## src/hdl/wdog_pkg.sv

```systemverilog
// Shared constants, carriers and state types for the windowed watchdog
package wdog_pkg;
    // Register byte offsets on the AXI4-Lite slave
    localparam logic [7:0]  SVC_ADDR        = 8'h00;
    localparam logic [7:0]  STAT_ADDR       = 8'h04;
    // Status register bit positions
    localparam int          STAT_FIRST_BIT  = 0;
    localparam int          STAT_WDDRV_BIT  = 1;
    localparam int          STAT_CMDRV_BIT  = 2;
    localparam int          STAT_PIN_BIT    = 3;
    localparam int          STAT_BOOT_BIT   = 4;
    localparam int          STAT_CNT_LSB    = 8;
    // Service register contents after reset and the fixed key
    localparam logic [1:0]  WIN_RST         = 2'h3;
    localparam logic        CM_RST          = 1'b1;
    localparam logic [4:0]  KEY_PATTERN     = 5'h0C;
    // Window limits in idle timer clocks
    localparam logic [16:0] LOWER_LIMIT     = 17'h00800;
    localparam logic [16:0] UPPER_BASE      = 17'h02000;
    // Fault pulse stretch after the pin is seen low, within 16 to 32 cycles
    localparam logic [5:0]  FAULT_HOLD_CYC  = 6'h18;
    // Clock monitor rejection threshold, between 200 us and 100 ms gaps
    localparam int          CLK_PERIOD_NS   = 10;
    localparam int          CM_REJECT_US    = 1000;
    localparam int          CM_REJECT_CYC   = CM_REJECT_US * 1000 / CLK_PERIOD_NS;
    // AXI responses
    localparam logic [1:0]  RESP_OKAY       = 2'h0;
    localparam logic [1:0]  RESP_DECERR     = 2'h3;
    // Layout of the eight-bit service word
    typedef struct packed {
        logic [1:0] win;
        logic [4:0] key;
        logic       cm;
    } svc_t;
    // Fault pulse sequencer
    typedef enum logic [1:0] {
        F_IDLE,
        F_DRIVE,
        F_HOLD,
        F_RELEASE
    } fault_st_t;
endpackage

```

## src/hdl/windowed_watchdog.sv

```systemverilog
// Windowed watchdog with clock monitor and open-drain fault pin
// What this block does
// - Service before 2048 idle clocks is early
// - Top two bits pick 8k-64k upper limit
// - Key field 01100 checked on each service write while enabled and outside a fault
// - Bit 0 enables the clock monitor
// - Active only while option bit is zero
// - Chip reset holds both detectors inactive
// - Reset arms maximum window, monitor enabled
// - First keyed service locks window and monitor
// - Later mismatch in any field is error
// - Fully matching service restarts the window
// - Service inside lower limit is error
// - Boot entry services, suppresses lower check
// - After boot return, early service accepted
// - Fault pin active low, open drain
// - Drive low, hold 16-32 cycles after low
// - Window restarts when pin returns high
// - Service during fault is ignored
// - Pin low at power-up times out, releases
// - Monitor holds pin low while clock slow
// - Reject below 10 Hz, never at 5 kHz
// - Window counted in idle timer clocks
// - Key reads back as zeros
// - Watchdog paused in halt/idle, monitor not
// - Leaving idle gives a hardware service
`timescale 1ns/1ps
module windowed_watchdog
    import wdog_pkg::*;
#(
    parameter int CM_REJECT = CM_REJECT_CYC
) (
    // Clock and synchronous reset
    input  wire logic        aclk,
    input  wire logic        aresetn,
    // AXI4-Lite write channels
    input  wire logic [7:0]  awaddr,
    input  wire logic        awvalid,
    output logic             awready_q,
    input  wire logic [31:0] wdata,
    input  wire logic [3:0]  wstrb,
    input  wire logic        wvalid,
    output logic             wready_q,
    output logic [1:0]       bresp_q,
    output logic             bvalid_q,
    input  wire logic        bready,
    // AXI4-Lite read channels
    input  wire logic [7:0]  araddr,
    input  wire logic        arvalid,
    output logic             arready_q,
    output logic [31:0]      rdata_q,
    output logic [1:0]       rresp_q,
    output logic             rvalid_q,
    input  wire logic        rready,
    // Core status inputs
    input  wire logic        wd_option_n,
    input  wire logic        idle_timer,
    input  wire logic        instr_tick,
    input  wire logic        halt_mode,
    input  wire logic        idle_mode,
    input  wire logic        boot_enter,
    input  wire logic        boot_exit,
    // Open-drain fault pin on port_g_bit1
    input  wire logic        wd_fault_pin_in,
    output logic             wd_fault_pin_out_q,
    output logic             wd_fault_pin_oe_q
);

    // Threshold must fit the gap counter and sit above one cycle
    if (CM_REJECT < 2 || CM_REJECT > 24'hFFFFFF) begin : g_bad_param
        $error("CM_REJECT out of range");
    end

    localparam logic [23:0] CM_LIM = 24'(CM_REJECT);

    // Upper limit for a window selection
    function automatic logic [16:0] upper_limit(input logic [1:0] sel);
        upper_limit = UPPER_BASE << sel;
    endfunction

    // Word-aligned match of a byte address
    function automatic logic addr_hit(input logic [7:0] a, input logic [7:0] r);
        addr_hit = (a[7:2] == r[7:2]);
    endfunction

    // Bus bookkeeping
    logic        aw_got_q;    // Write address held
    logic        w_got_q;     // Write data held
    logic [7:0]  awaddr_q;    // Latched write address
    svc_t        wdata_q;     // Latched low byte of write data
    logic        wstrb0_q;    // Low byte lane strobe
    logic        aw_got_d;
    logic        w_got_d;
    logic        wr_go;       // Both halves present, response slot free
    logic        ar_hs;
    logic        rd_svc_q;    // Last read hit the service register

    // Watchdog state
    logic        wd_en;       // Option selects watchdog
    logic        first_q;     // Initial service done
    logic [1:0]  win_q;       // Locked window select
    logic        cm_en_q;     // Locked monitor enable
    logic [16:0] wcnt_q;      // Idle clocks since window restart
    logic        lower_chk_q; // Lower limit armed
    logic        boot_q;      // Executing boot code
    logic        idle_q;      // Idle mode delayed
    fault_st_t   fst_q;
    fault_st_t   fst_d;
    logic [5:0]  hold_q;      // Fault stretch counter

    // Clock monitor state
    logic [23:0] gap_q;       // Cycles since last instruction tick
    logic        cm_slow;
    logic        cm_drv_q;
    logic        cm_drv_d;
    logic [5:0]  cm_hold_q;

    // Service decode
    logic        svc_wr;
    logic        pin_low;
    logic        busy;
    logic        counting;
    logic        key_ok;
    logic        all_ok;
    logic        svc_err;
    logic        svc_ok;
    logic        timeout;
    logic        hw_svc;
    logic        restart;
    logic        wd_err;

    assign wd_en    = ~wd_option_n;
    assign aw_got_d = (aw_got_q | (awvalid & awready_q)) & ~wr_go;
    assign w_got_d  = (w_got_q | (wvalid & wready_q)) & ~wr_go;
    assign wr_go    = aw_got_q & w_got_q & ~bvalid_q;
    assign ar_hs    = arvalid & arready_q;
    assign svc_wr   = wr_go & addr_hit(awaddr_q, SVC_ADDR) & wstrb0_q;
    assign pin_low  = ~wd_fault_pin_in;
    // A low pin from any cause counts as an active fault
    assign busy     = (fst_q != F_IDLE) | pin_low;
    assign counting = wd_en & ~halt_mode & ~idle_mode & (fst_q == F_IDLE);
    assign key_ok   = (wdata_q.key == KEY_PATTERN);
    assign all_ok   = key_ok & (wdata_q.win == win_q) & (wdata_q.cm == cm_en_q);

    // Service verdict; the first service skips the lower check
    always_comb begin
        svc_err = 1'b0;
        svc_ok  = 1'b0;
        if (svc_wr && wd_en && !busy) begin
            if (!first_q) begin
                svc_ok  = key_ok;
                svc_err = ~key_ok;
            end else if (!all_ok) begin
                svc_err = 1'b1;
            end else if (lower_chk_q && !boot_q && wcnt_q < LOWER_LIMIT) begin
                svc_err = 1'b1;
            end else begin
                svc_ok  = 1'b1;
            end
        end
    end

    assign timeout = counting & (wcnt_q >= upper_limit(win_q));
    assign hw_svc  = boot_enter | boot_exit | (idle_q & ~idle_mode);
    assign restart = svc_ok | hw_svc
                   | ((fst_q == F_RELEASE) & wd_fault_pin_in);
    assign wd_err  = svc_err | timeout;

    // Write address and data capture, either order
    always_ff @(posedge aclk) begin
        if (!aresetn) begin
            aw_got_q  <= 1'b0;
            w_got_q   <= 1'b0;
            awready_q <= 1'b0;
            wready_q  <= 1'b0;
            awaddr_q  <= 8'h00;
            wdata_q   <= '0;
            wstrb0_q  <= 1'b0;
        end else begin
            aw_got_q  <= aw_got_d;
            w_got_q   <= w_got_d;
            awready_q <= ~aw_got_d;
            wready_q  <= ~w_got_d;
            if (awvalid && awready_q) begin
                awaddr_q <= awaddr;
            end
            if (wvalid && wready_q) begin
                wdata_q  <= wdata[7:0];
                wstrb0_q <= wstrb[0];
            end
        end
    end

    // Write response; unmapped addresses get a decode error
    always_ff @(posedge aclk) begin
        if (!aresetn) begin
            bvalid_q <= 1'b0;
            bresp_q  <= RESP_OKAY;
        end else if (wr_go) begin
            bvalid_q <= 1'b1;
            if (addr_hit(awaddr_q, SVC_ADDR) || addr_hit(awaddr_q, STAT_ADDR)) begin
                bresp_q <= RESP_OKAY;
            end else begin
                bresp_q <= RESP_DECERR;
            end
        end else if (bready) begin
            bvalid_q <= 1'b0;
        end
    end

    // Read channel, one read in flight
    always_ff @(posedge aclk) begin
        if (!aresetn) begin
            arready_q <= 1'b0;
            rvalid_q  <= 1'b0;
            rdata_q   <= 32'h00000000;
            rresp_q   <= RESP_OKAY;
            rd_svc_q  <= 1'b0;
        end else begin
            arready_q <= ~(ar_hs | (rvalid_q & ~rready));
            if (ar_hs) begin
                rvalid_q <= 1'b1;
                rresp_q  <= RESP_OKAY;
                rd_svc_q <= addr_hit(araddr, SVC_ADDR);
                rdata_q  <= 32'h00000000;
                if (addr_hit(araddr, SVC_ADDR)) begin
                    // Key never leaves the block
                    rdata_q[7:0] <= {win_q, 5'h00, cm_en_q};
                end else if (addr_hit(araddr, STAT_ADDR)) begin
                    rdata_q[STAT_FIRST_BIT] <= first_q;
                    rdata_q[STAT_WDDRV_BIT] <= (fst_q == F_DRIVE) | (fst_q == F_HOLD);
                    rdata_q[STAT_CMDRV_BIT] <= cm_drv_q;
                    rdata_q[STAT_PIN_BIT]   <= wd_fault_pin_in;
                    rdata_q[STAT_BOOT_BIT]  <= boot_q;
                    rdata_q[STAT_CNT_LSB +: 17] <= wcnt_q;
                end else begin
                    rresp_q <= RESP_DECERR;
                end
            end else if (rready) begin
                rvalid_q <= 1'b0;
            end
        end
    end

    // Window and monitor choices, locked after the first good service
    always_ff @(posedge aclk) begin
        if (!aresetn) begin
            first_q <= 1'b0;
            win_q   <= WIN_RST;
            cm_en_q <= CM_RST;
        end else if (svc_ok && !first_q) begin
            first_q <= 1'b1;
            win_q   <= wdata_q.win;
            cm_en_q <= wdata_q.cm;
        end
    end

    // Lower check arming and boot tracking
    always_ff @(posedge aclk) begin
        if (!aresetn) begin
            lower_chk_q <= 1'b0;
            boot_q      <= 1'b0;
            idle_q      <= 1'b0;
        end else begin
            idle_q <= idle_mode;
            if (boot_enter) begin
                boot_q <= 1'b1;
            end else if (boot_exit) begin
                boot_q <= 1'b0;
            end
            // Boot return leaves the next user service unchecked
            if (boot_exit) begin
                lower_chk_q <= 1'b0;
            end else if (svc_ok || (idle_q && !idle_mode)) begin
                lower_chk_q <= 1'b1;
            end
        end
    end

    // Window counter in idle timer clocks, saturating at the top
    always_ff @(posedge aclk) begin
        if (!aresetn || !wd_en) begin
            wcnt_q <= 17'h00000;
        end else if (restart) begin
            wcnt_q <= 17'h00000;
        end else if (counting && idle_timer && wcnt_q != 17'h1FFFF) begin
            wcnt_q <= wcnt_q + 17'h00001;
        end
    end

    // Fault pulse sequencer next state
    always_comb begin
        fst_d = fst_q;
        case (fst_q)
            F_IDLE: begin
                if (wd_err) begin
                    fst_d = F_DRIVE;
                end
            end
            F_DRIVE: begin
                // Stretch starts only once the pin is really low
                if (pin_low) begin
                    fst_d = F_HOLD;
                end
            end
            F_HOLD: begin
                if (hold_q == FAULT_HOLD_CYC - 6'h01) begin
                    fst_d = F_RELEASE;
                end
            end
            F_RELEASE: begin
                if (wd_fault_pin_in) begin
                    fst_d = F_IDLE;
                end
            end
            default: begin
                fst_d = F_IDLE;
            end
        endcase
    end

    // Fault sequencer state and stretch counter
    always_ff @(posedge aclk) begin
        if (!aresetn || !wd_en) begin
            fst_q  <= F_IDLE;
            hold_q <= 6'h00;
        end else begin
            fst_q <= fst_d;
            if (fst_q == F_HOLD) begin
                hold_q <= hold_q + 6'h01;
            end else begin
                hold_q <= 6'h00;
            end
        end
    end

    // Instruction clock gap measurement, saturating
    always_ff @(posedge aclk) begin
        if (!aresetn) begin
            gap_q <= 24'h000000;
        end else if (instr_tick) begin
            gap_q <= 24'h000000;
        end else if (gap_q != CM_LIM) begin
            gap_q <= gap_q + 24'h000001;
        end
    end

    assign cm_slow = (gap_q == CM_LIM);

    // Monitor drive: on while slow, then stretched after recovery
    always_comb begin
        cm_drv_d = cm_drv_q;
        if (!wd_en || !cm_en_q) begin
            cm_drv_d = 1'b0;
        end else if (cm_slow) begin
            cm_drv_d = 1'b1;
        end else if (cm_hold_q == FAULT_HOLD_CYC - 6'h01) begin
            cm_drv_d = 1'b0;
        end
    end

    // Monitor state; not gated by halt or idle
    always_ff @(posedge aclk) begin
        if (!aresetn) begin
            cm_drv_q  <= 1'b0;
            cm_hold_q <= 6'h00;
        end else begin
            cm_drv_q <= cm_drv_d;
            if (cm_drv_q && !cm_slow) begin
                cm_hold_q <= cm_hold_q + 6'h01;
            end else begin
                cm_hold_q <= 6'h00;
            end
        end
    end

    // Pin drive: only low or released, never driven high
    always_ff @(posedge aclk) begin
        if (!aresetn) begin
            wd_fault_pin_out_q <= 1'b0;
            wd_fault_pin_oe_q  <= 1'b0;
        end else begin
            wd_fault_pin_out_q <= 1'b0;
            wd_fault_pin_oe_q  <= wd_en & ((fst_d == F_DRIVE) | (fst_d == F_HOLD)
                                           | cm_drv_d);
        end
    end
endmodule

```

## config.mk

```make
export PLATFORM = sky130hd
export DESIGN_NAME = windowed_watchdog
export DESIGN_NICKNAME = d
export VERILOG_FILES = /design/src/hdl/wdog_pkg.sv /design/src/hdl/windowed_watchdog.sv
export SDC_FILE = /design/constraint.sdc
export NUM_CORES = 1
export LEC_CHECK = 0
export BUFFER_PORTS_ARGS = -buffer_cell sky130_fd_sc_hd__buf_4
export CORE_MARGIN = 2
export CORE_UTILIZATION = 58
export DETAILED_ROUTE_END_ITERATION = 8
export PLACE_DENSITY = 0.87
export SETUP_SLACK_MARGIN = 0.02
export SYNTH_ARGS = -nofsm -noshare
export SYNTH_HDL_FRONTEND = slang
export SYNTH_SLANG_ARGS = --single-unit
```

## constraint.sdc

```tcl
create_clock -name aclk -period 3.6 [get_ports aclk]
set_input_delay 0.36 -clock aclk [delete_from_list [all_inputs] [get_ports aclk]]
set_output_delay 0.36 -clock aclk [all_outputs]
set_load 0.01 [all_outputs]
```

==> impl_metrics.sql <==
INSERT INTO impl_metrics (metric_group, metric, value, unit) VALUES
('outcome', 'result_of_the_run', 'finished clean', ''),
('pwr', 'share_clk_of_total_power', '0.332', ''),
('pwr', 'p_int', '1570', 'uW'),
('clock_tree', 'clockRootBuffer', 'clkbuf_8', ''),
('routing', 'detail_route.drc_violations', '0', ''),
('clock_tree', 'ctsHoldBuffers', '0', ''),
('pwr', 'power_density_normalized_to_cell_area', '373', 'nW/um2'),
('layout', 'design.final.nets', '701', ''),
('global_route', 'maximum_number_of_pins_on_one_net_before_global_route_repair', '48', ''),
('worst_setup_path', 'timing_worst_setup_path_type', 'reg2reg', ''),
('sta', 'finalClockSkew', '0.0160', 'ns'),
('synth', 'async_flop_share', '0', ''),
('floorplan', 'row_count', '33', ''),
('synth', 'synth_cells', '558', ''),
('worst_setup_path', 'cp_max_fo', '6', ''),
('sta', 'timing.setup.tns', '0', 'ns'),
('sta', 'worst_pin_slew', '0.878', 'ns'),
('worst_setup_path', 'cp-startpoint', 'wcnt_q[0]', ''),
('pwr', 'vdd_ir_drop_max', '0.000279', 'V'),
('floorplan', 'chipWidth', '95.6', 'um'),
('synth', 'post-synth-top-area-fraction', '0.460', ''),
('floorplan', 'design.core.area', '8180', 'um2'),
('floorplan', 'die_height', '95.6', 'um'),
('worst_setup_path', 'r2r_end', 'wcnt_q[10]', ''),
('floorplan', 'num_io_pins', '110', ''),
('worst_setup_path', 'cp.required', '3.84', 'ns'),
('sta', 'setup_violations', '0', ''),
('synth', 'yosys-top-cells-area', 'dfxtp_1, nor2_1, xnor2_1', ''),
('clock_tree', 'number_of_clock_buffers_inserted_by_tritoncts', '9', ''),
('clock_tree', 'h-tree-depth', '3', ''),
('job', 'maxCapViolations', '0', ''),
('worst_setup_path', 'rr_worst_depth', '10', ''),
('clock_tree', 'worstSkewPairLatency', '0.37', 'ns'),
('routing', 'length_of_the_first_detailed_routing_pass_in_iterations', '5', ''),
('min_path', 'holdCritPathClass', 'in2reg', ''),
('global_route', 'first_pass_grt_wire_length', '16400', 'um'),
('worst_setup_path', 'worst-r2r-setup-slack', '1.29', 'ns'),
('floorplan', 'floorplan.die_area', '9150', 'um2'),
('synth', 'synth_cell_type_count', '47', ''),
('place', 'dpl_cell_area', '5400', 'um2'),
('sta', 'worst_setup_slack_final', '1.29', 'ns'),
('clock_tree', 'clkSinkCount', '112', ''),
('layout', 'drive_above_1_share', '0.154', ''),
('clock_tree', 'post-cts-setup-buffers', '0', ''),
('layout', 'final_common_cell', 'dfxtp_1', ''),
('sta', 'setup_repair_after_global_routing_missed_its_margin', 'false', ''),
('routing', 'avgViaCountPerCell', '5.56', ''),
('global_route', 'global_route.usage.total', '0.227', ''),
('worst_setup_path', 'worst_setup_path_end_kind', 'flop', ''),
('synth', 'dominantRegCellSynth', 'dfxtp_1', ''),
('global_route', 'grt_pass1_vias', '3697', ''),
('clock_tree', 'clockBufferDepth', '2', ''),
('global_route', 'grt_antenna_before_repair', '0', ''),
('worst_setup_path', 'crit-reg2reg-launch', 'wcnt_q[0]', ''),
('clock_tree', 'cts_tree', 'built', ''),
('sta', 'fin_crit', '2.31', 'ns'),
('routing', 'detail_route.wirelength', '10000', 'um'),
('routing', 'drt-wirelength-per-cell', '13.8', 'um'),
('worst_setup_path', 'worstSetupStartpointType', 'flop', ''),
('pwr', 'netSwitchingPower', '507', 'uW'),
('synth', 'ys_seq_area_frac', '0.460', ''),
('clock_tree', 'clk_pin_slew', '0.11', 'ns'),
('pwr', 'power.static_leakage', '0.00204', 'uW'),
('routing', 'num_vias', '4047', ''),
('layout', 'final_cell_mix', 'dfxtp_1, nor2_1, buf_4', ''),
('synth', 'ys_seq_elements', '112', ''),
('sta', 'slew_headroom', '0.414', ''),
('synth', 'synth_enable_flop_cells', '0', ''),
('clock_tree', 'cts.repair.resized', '0', ''),
('pwr', 'p_sw_frac', '0.244', ''),
('sta', 'period_utilisation_layout', '0.643', '');
-- cell usage after synthesis (4+ instances only) --
cell	number
nor4_1	7
buf_4	12
nand2b_1	8
or3_1	6
xnor2_1	29
ha_1	16
a22oi_1	24
dfxtp_1	112
o21ai_0	11
nor3_1	19
nand3_1	19
nor2b_1	4
inv_1	20
xor2_1	14
nor4b_1	4
and2_1	7
nand4_1	9
nand3b_1	4
clkbuf_1	13
and4_1	4
and3_1	8
nor2_1	83
nand2_1	57
a21oi_1	33
-- cell type report --
cell class / count / area [um2]
flip-flops and latches: 112 / 2240
inverters: 20 / 75.1
clock buffers: 10 / 128
clock inverters: 6 / 51.3
multi-input cells: 404 / 2420
fillers: 646 / 2590
well taps: 105 / 131
repair buffers: 71 / 533
-- kinds of logic (layout without fill, tap and decap cells) --
| kind of cell | count (synthesis) | in the layout | share of synthesized area |
|---|---|---|---|
| adders and majority gates | 16 | 16 | 0.0411 |
| other | 1 | 9 | 0.000770 |
| AOI/OAI and AO/OA | 80 | 80 | 0.105 |
| muxes | 5 | 5 | 0.0108 |
| and+or+nand+nor | 251 | 251 | 0.256 |
| buffers and inverters | 50 | 107 | 0.0486 |
| xor gates and xnor gates | 43 | 43 | 0.0773 |
| DFF | 112 | 112 | 0.460 |
-- worst min-delay path by stage --
stage | cells after the start | slack (ns) | startpoint | endpoint
finish | 2 | 0.22 | idle_mode | idle_q
global route | 2 | 0.20 | idle_mode | idle_q
CTS | 2 | 0.21 | idle_mode | idle_q
detailed placement | 1 | 0.43 | cm_hold_q[0] | cm_hold_q[0]
global placement | 1 | 0.43 | cm_hold_q[0] | cm_hold_q[0]
floorplan | 1 | 0.41 | cm_hold_q[0] | cm_hold_q[0]
-- stage by stage --
step	total power [uW]	std cells	hold slack, ns	util
after detailed placement	1420	712	0.431	0.661
after global placement	1410	712	0.426	0.661
after global routing	2160	728	0.205	0.683
after CTS	2090	728	0.211	0.683
after floorplan	1370	566	0.413	-
final	2080	728	0.218	0.683
-- registers in the layout, indices dropped and copies added, names as in the netlist, 2 cells and up --
signal,flops
gap_q,24
wcnt_q,17
wdata_q,8
awaddr_q,6
hold_q,6
win_q,2
fst_q,2
rdata_q,24
cm_hold_q,6
-- power groups by stage --
| stage | registers, uW | logic (uW) | clock network, uW |
|---|---|---|---|
| after floorplan | 1300 | 71.4 | 0 |
| after global placement | 1300 | 117 | 0 |
| after detailed placement | 1300 | 121 | 0 |
| after CTS | 1270 | 121 | 704 |
| after global routing | 1270 | 134 | 753 |
| final | 1270 | 121 | 691 |
-- routing by layer --
metal	track usage	part of all wire	up-vias
li1	-	-	2013
met1	0.273	0.44	1926
met2	0.397	0.50	96
met3	0.0577	0.050	12
met4	0.0702	0.011	0
met5	0	0	-
-- worst max-delay path, cell delays in order, from the launching register on --
cell     delay [ns]
dfxtp_1        0.36
ha_1           0.22
and2_1         0.19
nand2_1        0.08
nor4_1         0.04
ha_1           0.18
nor2b_1        0.33
nand4_1        0.30
nor3_1         0.28
xnor2_1        0.15
nor2_1         0.05
(Power assumes the default switching activity.)
